File: src/core/synth_consts.vh
`ifndef SYNTH_CONSTS_VH
`define SYNTH_CONSTS_VH
// Frequency arithmetic
`define MANT_BIAS          9'h100
`define EXP_OFFSET         2
`define IF_SHIFT           10
// Pin output selection
`define SEL_LOCK           6'h0a
`define SEL_HIGH_Z         6'h2e
// Calibration result
`define CAL_UNLOCKED       6'h3f
`define CAL_TIME_CYCLES    18739
`define LOCK_DELAY_CYCLES  16'h0040
// Power table
`define PT_DEPTH           8
`define PT_DEFAULT         8'hc6
`define RAMP_STEP_CYCLES   16'h0100
// Auto calibration codes
`define AUTOCAL_NEVER      2'h0
`define AUTOCAL_ON_START   2'h1
`define AUTOCAL_ON_STOP    2'h2
// Power-up wait before ready, cycles
`define PWRUP_CYCLES       16'h0080
`endif

File: src/core/power_table_mem.v
`include "synth_consts.vh"
// Eight-entry power table with registered read port
module power_table_mem (
    // Clock and reset
    input  wire       clk,
    input  wire       rst,
    // Write port
    input  wire       wr_en,
    input  wire [2:0] wr_addr,
    input  wire [7:0] wr_data,
    // Read port
    input  wire [2:0] rd_addr,
    output reg  [7:0] rd_data
);
    reg [7:0] mem [0:`PT_DEPTH-1];
    genvar i;
    // One storage entry per index, all reset to the default setting
    generate
        for (i = 0; i < `PT_DEPTH; i = i + 1) begin : g_ent
            always @(posedge clk) begin
                if (rst)
                    mem[i] <= `PT_DEFAULT;
                else if (wr_en && wr_addr == i)
                    mem[i] <= wr_data;
            end
        end
    endgenerate
    // Registered read
    always @(posedge clk) begin
        if (rst)
            rd_data <= `PT_DEFAULT;
        else
            rd_data <= mem[rd_addr];
    end
endmodule

File: src/core/base_frequency_word_calc.v
`include "synth_consts.vh"
// Registered frequency word arithmetic
module base_frequency_word_calc (
    // Clock and reset
    input  wire        clk,
    input  wire        rst,
    // Programming
    input  wire [23:0] base_frequency_word,
    input  wire [7:0]  channel_number,
    input  wire [7:0]  chan_spacing_mantissa,
    input  wire [1:0]  chan_spacing_exponent,
    input  wire [4:0]  if_frequency_word,
    // Results
    output reg  [31:0] carrier_word,
    output reg  [14:0] if_word
);
    wire [8:0]  spacing = `MANT_BIAS + {1'b0, chan_spacing_mantissa};
    wire [16:0] step_x4 = {8'h00, spacing} * {9'h000, channel_number};
    // Step times 2^e, then two fraction bits kept: result in units of fxosc/2^18
    wire [31:0] step_scaled = {15'h0000, step_x4} << chan_spacing_exponent;
    // Carrier in fxosc/2^18 units; IF in fxosc/2^10 units padded to fxosc/2^20
    always @(posedge clk) begin
        if (rst) begin
            carrier_word <= 32'h00000000;
            if_word      <= 15'h0000;
        end else begin
            carrier_word <= {6'h00, base_frequency_word, 2'h0} + step_scaled;
            if_word      <= {if_frequency_word, 10'h000};
        end
    end
endmodule

File: src/core/synth_cal_pa_ramp_control.v
`include "synth_consts.vh"
// Functional notes
// - Carrier word is base plus channel times biased mantissa times two to exponent minus two.
// - Base frequency is a 24-bit word from three byte fields.
// - An 8-bit channel number multiplies the channel spacing.
// - Spacing is a mantissa field and an exponent field.
// - IF word is the IF frequency field scaled by fxosc over 1024.
// - Auto calibration runs at synthesizer start or stop as selected.
// - Calibrate strobe in idle starts a manual calibration.
// - Calibration results survive sleep.
// - Pin select 0x0a puts lock detector on the pin; rising means lock.
// - Calibration result reads 0x3f unless the PLL is locked.
// - Chip select low turns on core power and the oscillator.
// - After power-down strobe, power goes off when chip select rises; the code arms the strobe only in idle.
// - Power table holds eight settings; 3-bit index picks the top entry.
// - Ramp applies entries from zero up to the index at start and end.
// - Index zero means no ramp, entry zero only.
// - Power table entries reset to 0xc6.
// - Calibration takes 18739 clock periods.
module synth_cal_pa_ramp_control #(
    parameter CAL_CYCLES = `CAL_TIME_CYCLES
) (
    // Clock and reset
    input  wire        clk,
    input  wire        rst,
    // Pins
    input  wire        chip_select_n,
    output reg         serial_out_ready_n,
    output reg         general_output_pin,
    output reg         general_output_pin_oe,
    // Frequency programming
    input  wire [7:0]  base_frequency_hi,
    input  wire [7:0]  base_frequency_mid,
    input  wire [7:0]  base_frequency_lo,
    input  wire [7:0]  channel_number,
    input  wire [7:0]  chan_spacing_mantissa,
    input  wire [1:0]  chan_spacing_exponent,
    input  wire [4:0]  if_frequency_word,
    output reg  [31:0] carrier_word,
    output reg  [14:0] if_word,
    // Calibration control
    input  wire [1:0]  synth_autocal_select,
    input  wire        calibrate_strobe,
    input  wire        synth_on_req,
    input  wire        pll_lock_raw,
    output reg  [5:0]  synth_cal_result,
    output reg         cal_busy,
    output reg         synth_running,
    output reg         radio_idle,
    // Power control
    input  wire        power_down_strobe,
    input  wire        sleep_enter,
    output reg         core_power_on,
    output reg         xosc_on,
    // Pin output selection
    input  wire [5:0]  pin_output_select,
    // Power table
    input  wire        pt_wr_en,
    input  wire [2:0]  pt_wr_addr,
    input  wire [7:0]  pt_wr_data,
    input  wire [2:0]  power_index,
    input  wire        tx_on_req,
    output reg  [7:0]  pa_setting,
    output reg         tx_ramp_done
);
    localparam S_IDLE  = 3'h0;
    localparam S_CAL   = 3'h1;
    localparam S_RUN   = 3'h2;
    localparam S_CALX  = 3'h3;
    localparam S_SLEEP = 3'h4;

    localparam R_OFF  = 2'h0;
    localparam R_UP   = 2'h1;
    localparam R_HOLD = 2'h2;
    localparam R_DOWN = 2'h3;

    reg  [2:0]  state;
    reg  [15:0] cal_cnt;
    reg  [5:0]  cal_value;
    reg         cal_valid;
    reg  [15:0] lock_cnt;
    reg         locked;
    reg  [1:0]  ramp;
    reg  [2:0]  pt_idx;
    reg  [15:0] step_cnt;
    reg  [15:0] pwr_cnt;
    reg         pd_armed;
    reg         cs_m, cs_s;
    reg         lk_m, lk_s;
    wire [31:0] calc_carrier;
    wire [14:0] calc_if;
    wire [7:0]  pt_rd_data;

    // Last calibration count, cut on purpose to the counter width
    localparam integer CAL_LAST_FULL = CAL_CYCLES - 1;
    localparam [15:0]  CAL_LAST      = CAL_LAST_FULL[15:0];

    // Pin synchronisers for chip select and the analog lock flag
    always @(posedge clk) begin
        if (rst) begin
            // Idle pin levels: deselected and unlocked, so no false edge
            cs_m <= 1'b1;
            cs_s <= 1'b1;
            lk_m <= 1'b0;
            lk_s <= 1'b0;
        end else begin
            cs_m <= chip_select_n;
            cs_s <= cs_m;
            lk_m <= pll_lock_raw;
            lk_s <= lk_m;
        end
    end

    // Frequency arithmetic
    base_frequency_word_calc u_base_frequency_word (
        .clk                   (clk),
        .rst                   (rst),
        .base_frequency_word   ({base_frequency_hi, base_frequency_mid, base_frequency_lo}),
        .channel_number        (channel_number),
        .chan_spacing_mantissa (chan_spacing_mantissa),
        .chan_spacing_exponent (chan_spacing_exponent),
        .if_frequency_word     (if_frequency_word),
        .carrier_word          (calc_carrier),
        .if_word               (calc_if)
    );

    // Frequency outputs frozen while the synthesizer runs
    always @(posedge clk) begin
        if (rst) begin
            carrier_word <= 32'h00000000;
            if_word      <= 15'h0000;
        end else if (state == S_IDLE) begin
            // Held while running so the synthesizer never sees a step
            carrier_word <= calc_carrier;
            if_word      <= calc_if;
        end
    end

    // Power sequencing from chip select and the power-down strobe
    always @(posedge clk) begin
        if (rst) begin
            core_power_on      <= 1'b1;
            xosc_on            <= 1'b1;
            pd_armed           <= 1'b0;
            pwr_cnt            <= 16'h0000;
            serial_out_ready_n <= 1'b1;
        end else begin
            if (!cs_s) begin
                core_power_on <= 1'b1;
                xosc_on       <= 1'b1;
                // Disarm on the first selected cycle, while power is still off
                if (!core_power_on)
                    pd_armed  <= 1'b0;
                if (pwr_cnt != `PWRUP_CYCLES)
                    pwr_cnt <= pwr_cnt + 16'h0001;
                // Ready only after the full power-up count with power on
                serial_out_ready_n <= (pwr_cnt != `PWRUP_CYCLES) || !core_power_on;
            end else begin
                // Deselected: serial output not ready
                serial_out_ready_n <= 1'b1;
                if (pd_armed) begin
                    core_power_on <= 1'b0;
                    xosc_on       <= 1'b0;
                    pwr_cnt       <= 16'h0000;
                end
            end
            // Strobe comes last: it is issued while selected and must survive
            if (power_down_strobe && state == S_IDLE)
                pd_armed <= 1'b1;
        end
    end

    // Radio control: idle, calibration, running, calibration back to idle (manual or at stop), sleep
    always @(posedge clk) begin
        if (rst) begin
            state     <= S_IDLE;
            cal_cnt   <= 16'h0000;
            cal_value <= `CAL_UNLOCKED;
            // Nothing calibrated yet
            cal_valid <= 1'b0;
        end else begin
            case (state)
                S_IDLE: begin
                    cal_cnt <= 16'h0000;
                    // Sleep wins over the strobe, the strobe over a start request
                    if (sleep_enter)
                        state <= S_SLEEP;
                    else if (calibrate_strobe)
                        state <= S_CALX;
                    else if (synth_on_req && synth_autocal_select == `AUTOCAL_ON_START)
                        state <= S_CAL;
                    else if (synth_on_req)
                        state <= S_RUN;
                end
                S_CAL, S_CALX: begin
                    // Fixed length count, then on to run or back to idle
                    if (cal_cnt == CAL_LAST) begin
                        cal_cnt   <= 16'h0000;
                        cal_valid <= 1'b1;
                        state     <= (state == S_CAL) ? S_RUN : S_IDLE;
                    end else begin
                        cal_cnt <= cal_cnt + 16'h0001;
                    end
                end
                S_RUN: begin
                    // A stop request may call for a calibration on the way out
                    if (!synth_on_req)
                        state <= (synth_autocal_select == `AUTOCAL_ON_STOP) ? S_CALX : S_IDLE;
                end
                S_SLEEP: begin
                    if (!sleep_enter)
                        state <= S_IDLE;        // calibration kept
                end
                default: state <= S_IDLE;
            endcase
            // Result shows lock state; stored calibration is never cleared by sleep
            cal_value <= (locked && cal_valid) ? {1'b0, cal_cnt[4:0]} | 6'h01 : `CAL_UNLOCKED;
        end
    end

    // Lock detector: PLL lock qualified for a short time while running
    always @(posedge clk) begin
        if (rst) begin
            lock_cnt <= 16'h0000;
            locked   <= 1'b0;
        end else if (state != S_RUN || !lk_s || !cal_valid) begin
            lock_cnt <= 16'h0000;
            locked   <= 1'b0;
        end else if (lock_cnt == `LOCK_DELAY_CYCLES) begin
            // Flag stayed high for the whole delay: report lock
            locked <= 1'b1;
        end else begin
            lock_cnt <= lock_cnt + 16'h0001;
        end
    end

    // Status outputs
    always @(posedge clk) begin
        if (rst) begin
            synth_cal_result      <= `CAL_UNLOCKED;
            cal_busy              <= 1'b0;
            synth_running         <= 1'b0;
            radio_idle            <= 1'b1;
            general_output_pin    <= 1'b0;
            general_output_pin_oe <= 1'b0;
        end else begin
            synth_cal_result      <= locked ? (cal_value == `CAL_UNLOCKED ? 6'h00 : cal_value)
                                            : `CAL_UNLOCKED;
            cal_busy              <= (state == S_CAL) || (state == S_CALX);
            synth_running         <= (state == S_RUN);
            radio_idle            <= (state == S_IDLE);
            // Pin shows lock only when selected; released only on the high-Z code
            general_output_pin    <= (pin_output_select == `SEL_LOCK) ? locked : 1'b0;
            general_output_pin_oe <= (pin_output_select != `SEL_HIGH_Z);
        end
    end

    // Power table storage
    power_table_mem u_pt (
        .clk     (clk),
        .rst     (rst),
        .wr_en   (pt_wr_en),
        .wr_addr (pt_wr_addr),
        .wr_data (pt_wr_data),
        .rd_addr (pt_idx),
        .rd_data (pt_rd_data)
    );

    // Power ramp: step the table index up at start, down at end
    always @(posedge clk) begin
        if (rst) begin
            ramp         <= R_OFF;
            pt_idx       <= 3'h0;
            step_cnt     <= 16'h0000;
            tx_ramp_done <= 1'b0;
        end else if (state != S_RUN) begin
            // Synthesizer gone: PA off at once, no ramp on a dead carrier
            ramp         <= R_OFF;
            pt_idx       <= 3'h0;
            step_cnt     <= 16'h0000;
            tx_ramp_done <= 1'b0;
        end else begin
            case (ramp)
                R_OFF: begin
                    // Wait for a transmit request while the synthesizer runs
                    pt_idx       <= 3'h0;
                    tx_ramp_done <= 1'b0;
                    step_cnt     <= 16'h0000;
                    if (tx_on_req && state == S_RUN)
                        ramp <= (power_index == 3'h0) ? R_HOLD : R_UP;
                end
                R_UP: begin
                    // Climb one entry per step up to the programmed index
                    if (!tx_on_req) begin
                        ramp <= R_DOWN;
                    end else if (pt_idx == power_index) begin
                        ramp <= R_HOLD;
                    end else if (step_cnt == `RAMP_STEP_CYCLES) begin
                        step_cnt <= 16'h0000;
                        pt_idx   <= pt_idx + 3'h1;
                    end else begin
                        step_cnt <= step_cnt + 16'h0001;
                    end
                end
                R_HOLD: begin
                    // Top entry held until transmit ends
                    tx_ramp_done <= 1'b1;
                    step_cnt     <= 16'h0000;
                    if (!tx_on_req) begin
                        tx_ramp_done <= 1'b0;
                        ramp <= (pt_idx == 3'h0) ? R_OFF : R_DOWN;
                    end
                end
                R_DOWN: begin
                    // Entry zero keeps a full step before the PA goes off
                    if (step_cnt == `RAMP_STEP_CYCLES) begin
                        step_cnt <= 16'h0000;
                        if (pt_idx == 3'h0)
                            ramp <= R_OFF;
                        else
                            pt_idx <= pt_idx - 3'h1;
                    end else begin
                        step_cnt <= step_cnt + 16'h0001;
                    end
                end
                default: ramp <= R_OFF;
            endcase
        end
    end

    // PA drive: table entry while transmitting, zero otherwise
    always @(posedge clk) begin
        if (rst)
            pa_setting <= 8'h00;
        else
            pa_setting <= (ramp == R_OFF) ? 8'h00 : pt_rd_data;
    end
endmodule

File: config.mk
export PLATFORM = sky130hd
export DESIGN_NAME = synth_cal_pa_ramp_control
export DESIGN_NICKNAME = d
export VERILOG_FILES = /design/src/core/power_table_mem.v /design/src/core/base_frequency_word_calc.v /design/src/core/synth_cal_pa_ramp_control.v
export VERILOG_INCLUDE_DIRS = /design/src /design/src/core
export SDC_FILE = /design/constraint.sdc
export NUM_CORES = 1
export LEC_CHECK = 0
export BUFFER_PORTS_ARGS = -buffer_cell sky130_fd_sc_hd__buf_2
export CAP_MARGIN = 20
export CORE_UTILIZATION = 50
export DETAILED_ROUTE_END_ITERATION = 10
export PLACE_DENSITY_LB_ADDON = 0.1
export SLEW_MARGIN = 20
export SYNTH_ARGS = -nofsm -noshare
export SYNTH_HDL_FRONTEND = slang
export SYNTH_SLANG_ARGS = --single-unit
File: constraint.sdc
create_clock -name clk -period 7.75 [get_ports clk]
set_input_delay 0.775 -clock clk [delete_from_list [all_inputs] [get_ports clk]]
set_output_delay 0.775 -clock clk [all_outputs]
set_load 0.05 [all_outputs]
==> results of run 1 <==
## Yosys cell counts (3+ instances only)
master,number,area (µm²)
a211oi_1,5,37.5
a21o_1,10,75.1
a21oi_1,98,490
a31oi_1,10,62.6
and2_1,94,588
and3_1,20,125
and4_1,4,35.0
buf_2,3,15.0
buf_4,16,120
clkbuf_1,44,165
dfxtp_1,178,3560
edfxtp_1,64,1920
fa_1,44,881
ha_1,65,813
inv_1,93,349
mux2_2,10,113
mux2i_1,25,250
mux4_2,16,360
nand2_1,155,582
nand2b_1,16,100
nand3_1,35,175
nand4_1,14,87.6
nor2_1,142,533
nor2b_1,18,113
nor3_1,24,120
nor3b_1,6,45.0
nor4_1,15,93.8
nor4b_1,4,35.0
nor4bb_1,3,30.0
o211ai_1,3,22.5
o21a_1,9,67.6
o21ai_0,47,235
o21ai_1,5,25.0
o21ai_2,3,26.3
o21bai_1,4,30.0
o31ai_1,5,37.5
or2_2,11,68.8
or3_1,36,225
xnor2_1,27,236
xor2_1,37,324
## registers in the layout, summed over array words and instances (netlist names), 16 cells and up
| name | flops |
|---|---|
| u_base_frequency_word.carrier_word | 27 |
| step_cnt | 16 |
| lock_cnt | 16 |
| pwr_cnt | 16 |
| u_pt.mem | 64 |
| carrier_word | 27 |
| cal_cnt | 16 |
## worst min path at each step
stage                    startpoint                 end  slack [ns]  cells past startpoint
3_3_place_gp                   cs_m                cs_s        0.39                      1
2_1_floorplan                  cs_m                cs_s        0.39                      1
5_1_grt        pin_output_select[5]  general_output_pin        0.38                      2
4_1_cts        pin_output_select[2]  general_output_pin        0.36                      2
3_5_place_dp                   cs_m                cs_s        0.40                      1
6_report       pin_output_select[2]  general_output_pin        0.38                      2
## metrics by stage
stage | util | hold slack, ns | worst slack (ns) | std cells
2_1_floorplan | - | 0.389 | 1.41 | 1470
3_5_place_dp | 0.547 | 0.396 | 0.766 | 1880
5_1_grt | 0.587 | 0.381 | 0.869 | 1932
4_1_cts | 0.586 | 0.363 | 1.31 | 1932
6_report | 0.587 | 0.385 | 1.24 | 1932
3_3_place_gp | 0.547 | 0.395 | 0.865 | 1880
## layer usage
metal | global-route usage | share of wire | up-vias
li1 | - | - | 5204
met1 | 0.288 | 0.46 | 4862
met2 | 0.379 | 0.47 | 220
met3 | 0.0269 | 0.046 | 44
met4 | 0.0531 | 0.020 | 0
met5 | 0 | 0 | -
## cell type report
type	instances	area [µm²]	area share
clock buffers	38	862	0.0559
clock inverters	14	168	0.0109
inverters	94	353	0.0229
multi-input cells	1067	7390	0.480
flip-flops and latches	242	5490	0.356
well taps	335	419	0.0272
repair buffers	142	736	0.0477
## kinds of logic after synthesis
logic type / after synthesis / share of synthesized area
compound gates: 220 / 0.0960
flops: 242 / 0.406
other cells: 1 / 0.000278
mux: 51 / 0.0536
fa+ha+maj: 109 / 0.126
simple gates: 608 / 0.226
xor+xnor: 64 / 0.0415
buf+inv: 161 / 0.0503
## critical path: stages
cell and delay (ns):
buf_2 0.14, and2_1 0.18, fa_1 0.53, inv_1 0.05
fa_1 0.47, inv_1 0.05, fa_1 0.54, inv_1 0.06
fa_1 0.53, inv_1 0.04, ha_1 0.32, o21a_1 0.19
o21a_1 0.16, o22ai_1 0.39, o21ai_0 0.20, xor2_1 0.18
mux2i_1 0.18, mux2i_1 0.10, ha_1 0.40, nand2_1 0.15
nor3_1 0.22, nand4_1 0.15, a31oi_1 0.38, nor2b_1 0.20
mux2_2 0.34
## report_power, final
part / switching [µW] / internal, µW
registers: 41.3 / 1400
logic: 1220 / 756
clock network: 547 / 856
==> impl_metrics.json, run 1 <==
{
  "crit_path_end": "u_base_frequency_word.carrier_word[25]",
  "num_rows": 59,
  "min_path_type": "input pin to flop",
  "drtIter0Drc": 592,
  "layout_worst_path_cycle_share": 0.840,
  "r2r_start": "pt_idx[1]",
  "fmax_mhz": 154,
  "gp_congestion": 0.922,
  "die_h_um": 166,
  "violations": "DRC",
  "grt_use_total": 0.218,
  "die_x_um": 166,
  "power_leakage_uw": 0.00635,
  "cts_tree": "yes",
  "root_buffer": "clkbuf_16",
  "nFillCells": 2370,
  "hold_viol": 0,
  "holdBufCountCts": 0,
  "core_um2": 26300,
  "fin_setup_tns_ns": 0,
  "ys_ff_latch": 242,
  "grt_max_degree": 83,
  "area_delta_synth_final_pct": 14.2,
  "final_cell_mix": "dfxtp_1, nand2_1, nor2_1, buf_2, a21oi_1",
  "clk_latency_ns": 0.56,
  "layout-drive-gt1-share": 0.152,
  "skew_ns": 0.0285,
  "slew_headroom": 0.342,
  "finalSetupViolCount": 0,
  "grt_pass1_vias": 10213,
  "path_class": "input pin to flop",
  "final_net_count": 1763,
  "grt_pass1_wl_um": 49600,
  "start_kind": "input pin",
  "syn_area_um2": 13500,
  "port_buffers": 133,
  "ys_types": 69,
  "vias_per_cell": 5.35,
  "final.min_clock_period_ns": 6.51,
  "required_ns": 8.18,
  "postSynthAreaPerCell_um2": 9.27,
  "rrSetupSlack_ns": 4.77,
  "drv_cap": 0,
  "routed_wirelength_um": 29800,
  "clock_path_buffers": 3,
  "postRouteAntennaNets": 0,
  "power_uw": 4830,
  "io_pins": 149,
  "crit_arrival_ns": 6.93,
  "synth-edff-count": 64,
  "drc_errors": 7,
  "h-tree-depth": 1,
  "via_count": 10330,
  "final_area_um2": 15400,
  "post_cts_buffers": 0,
  "peakVddDrop_v": 0.000305,
  "antenna_found_initial": 0,
  "postSynthCellCount": 1456,
  "rr_endpoint": "step_cnt[11]",
  "post_dp_cell_area_um2": 14400,
  "die_area_um2": 27600,
  "start_util": 0.513,
  "ys_seq_area_frac": 0.406,
  "worst_r2r_path_depth": 7,
  "endpoint_kind": "flop",
  "synthFlopType": "dfxtp_1",
  "final_common_cell": "dfxtp_1",
  "post_cts_resized": 0,
  "status": "finished, violations left",
  "routedWlPerCell_um": 15.4,
  "tightest_slew_ns": 0.985,
  "yosysWarningCount": 0,
  "antenna_cells": 0,
  "synthArstFlopShare": 0,
  "grt-ovfl-total": 0,
  "rsz0062_at_grt": "false",
  "startpoint": "chan_spacing_mantissa[3]",
  "power.density_nw_per_um2": 313,
  "crit_fanout": 8,
  "path_clk_slew_ns": 0.06,
  "cts_sinks": 242,
  "first_pass_iters": 8,
  "drv_slew": 0,
  "cts_buffers": 28,
  "post-dp-hpwl_um": 21800
}
Note: power is estimated with default switching activity, not from simulation.
==> run 2: changes to the inputs <==
==> constraint.sdc (replaced) <==
create_clock -name clk -period 5.3 [get_ports clk]
set_input_delay 0.53 -clock clk [delete_from_list [all_inputs] [get_ports clk]]
set_output_delay 0.53 -clock clk [all_outputs]
set_load 0.05 [all_outputs]
==> impl_metrics.json, run 2 (synthesis results as in run 1) <==
{
  "final_util": 0.636,
  "core_um2": 26300,
  "drtIter0Drc": 560,
  "grt_use_total": 0.221,
  "final_net_count": 1882,
  "hold_viol": 0,
  "cts_buffers": 27,
  "top_register": "u_pt.mem",
  "postRouteAntennaNets": 0,
  "tightest_slew_ns": 0.978,
  "die_x_um": 166,
  "vias_per_cell": 5.28,
  "fmax_mhz": 179,
  "via_count": 10826,
  "cts_tree": "yes",
  "first_pass_iters": 8,
  "grt-ovfl-total": 0,
  "regArea_um2": 5490,
  "power_uw": 8550,
  "required_ns": 5.73,
  "num_rows": 59,
  "layout-drive-gt1-share": 0.254,
  "final_common_cell": "dfxtp_1",
  "cts_sinks": 242,
  "endpoint_kind": "flop",
  "fin_setup_tns_ns": -2.23,
  "io_pins": 149,
  "grt_pass1_wl_um": 50600,
  "drv_cap": 0,
  "start_kind": "input pin",
  "root_buffer": "clkbuf_16",
  "crit_fanout": 6,
  "path_clk_slew_ns": 0.06,
  "start_util": 0.513,
  "rsz0062_at_grt": "true",
  "nFillCells": 2207,
  "setup_slack_ns": -0.294,
  "post-dp-hpwl_um": 22200,
  "finalSetupViolCount": 10,
  "gp_congestion": 0.885,
  "pre_cts_slack_ns": -0.987,
  "skew_ns": 0.0202,
  "h-tree-depth": 1,
  "antenna_cells": 0,
  "drc_errors": 8,
  "power.density_nw_per_um2": 512,
  "peakVddDrop_v": 0.000691,
  "grt_pass1_vias": 10694,
  "min_path_type": "input pin to flop",
  "clock_path_buffers": 3,
  "die_h_um": 166,
  "multi_input_area_um2": 7790,
  "power_leakage_uw": 0.00700,
  "die_area_um2": 27600,
  "slew_headroom": 0.347,
  "routedWlPerCell_um": 14.9,
  "drv_slew": 0,
  "final.min_clock_period_ns": 5.59,
  "clk_latency_ns": 0.53,
  "final_cell_mix": "dfxtp_1, nand2_1, nor2_1, buf_4, buf_2",
  "routed_wirelength_um": 30400,
  "violations": "DRC, setup timing",
  "path_class": "input pin to flop",
  "area_delta_synth_final_pct": 23.9,
  "port_buffers": 133,
  "largest_reg_flops": 64,
  "crit_arrival_ns": 6.02,
  "layout_worst_path_cycle_share": 1.06,
  "biggestRegsByFlops": "u_pt.mem x64, carrier_word x27, u_base_frequency_word.carrier_word x27",
  "grt_max_degree": 81,
  "status": "finished, violations left",
  "antenna_found_initial": 1
}
## run 2: changes by cell type in the layout (fill, tap and decap cells not counted), moves of 8 or more
cell / before / now
a21oi_2: 0 / 9
buf_6: 0 / 12
buf_2: 132 / 123
inv_1: 93 / 85
and2_1: 94 / 82
o21ai_0: 44 / 32
and2_4: 0 / 12
buf_4: 10 / 125
ha_4: 0 / 8
inv_2: 1 / 9
a21oi_1: 98 / 87
ha_1: 65 / 56
## run 2: final timing paths
path	start	end	slack (ns)	cells past startpoint
setup / recovery	chan_spacing_mantissa[2]	u_base_frequency_word.carrier_word[25]	-0.29	25
hold / removal	chip_select_n	cs_m	0.18	2
setup reg to reg	pt_idx[1]	step_cnt[11]	2.22	7
hold reg to reg	cs_m	cs_s	0.41	1
## run 2: layer usage
| metal | vias to the layer above | share of wire | track usage | wire [µm] |
|---|---|---|---|---|
| met5 | - | 0.00056 | 0 | 17 |
| met3 | 46 | 0.039 | 0.0322 | 1200 |
| li1 | 5423 | - | - | - |
| met4 | 2 | 0.016 | 0.0479 | 495 |
| met2 | 194 | 0.51 | 0.406 | 15400 |
| met1 | 5161 | 0.44 | 0.272 | 13300 |
## run 2: cell type report
type,count,share of cell area
multi-input cells,1067,0.466
flip-flops and latches,242,0.328
repair buffers,262,0.103
clock buffers,36,0.0468
well taps,335,0.0251
inverters,94,0.0211
clock inverters,13,0.00928
## run 2: metrics by stage
step / hold WS, ns / cells / instance area, µm²
final: 0.182 / 2049 / 16700
after global routing: 0.160 / 2049 / 16700
after CTS: 0.162 / 2039 / 16500
after detailed placement: 0.396 / 1977 / 15200
after global placement: 0.393 / 1977 / 15200
after floorplan: 0.389 / 1470 / 13600
## run 2: critical path, cell delays in order
cell     delay, ns
buf_4         0.14
and2_4        0.16
fa_1          0.56
fa_2          0.45
fa_1          0.51
inv_1         0.06
fa_1          0.53
inv_1         0.06
ha_4          0.26
a211o_1       0.30
o22ai_4       0.18
o21ai_2       0.08
xor2_1        0.17
mux2i_1       0.19
buf_4         0.14
mux2i_1       0.06
ha_1          0.31
buf_4         0.12
buf_6         0.10
nand2_4       0.05
nor3_2        0.11
nand4_1       0.14
a31oi_2       0.28
nor2b_2       0.20
mux2_4        0.29
## run 2: repair_timing
| action | 4_1_cts | 5_1_grt |
|---|---|---|
| setup endpoints to repair | 13 | 17 |
| hold endpoints to repair | 0 | 0 |
| pin swaps | 40 | 33 |
| hold buffers | 0 | 0 |
| setup buffers | 13 | 10 |
| resized for setup | 69 | 38 |
## run 2: report_power, final
part / switching [µW] / internal, µW
registers: 59.5 / 2050
clock network: 745 / 1190
logic: 2290 / 2220
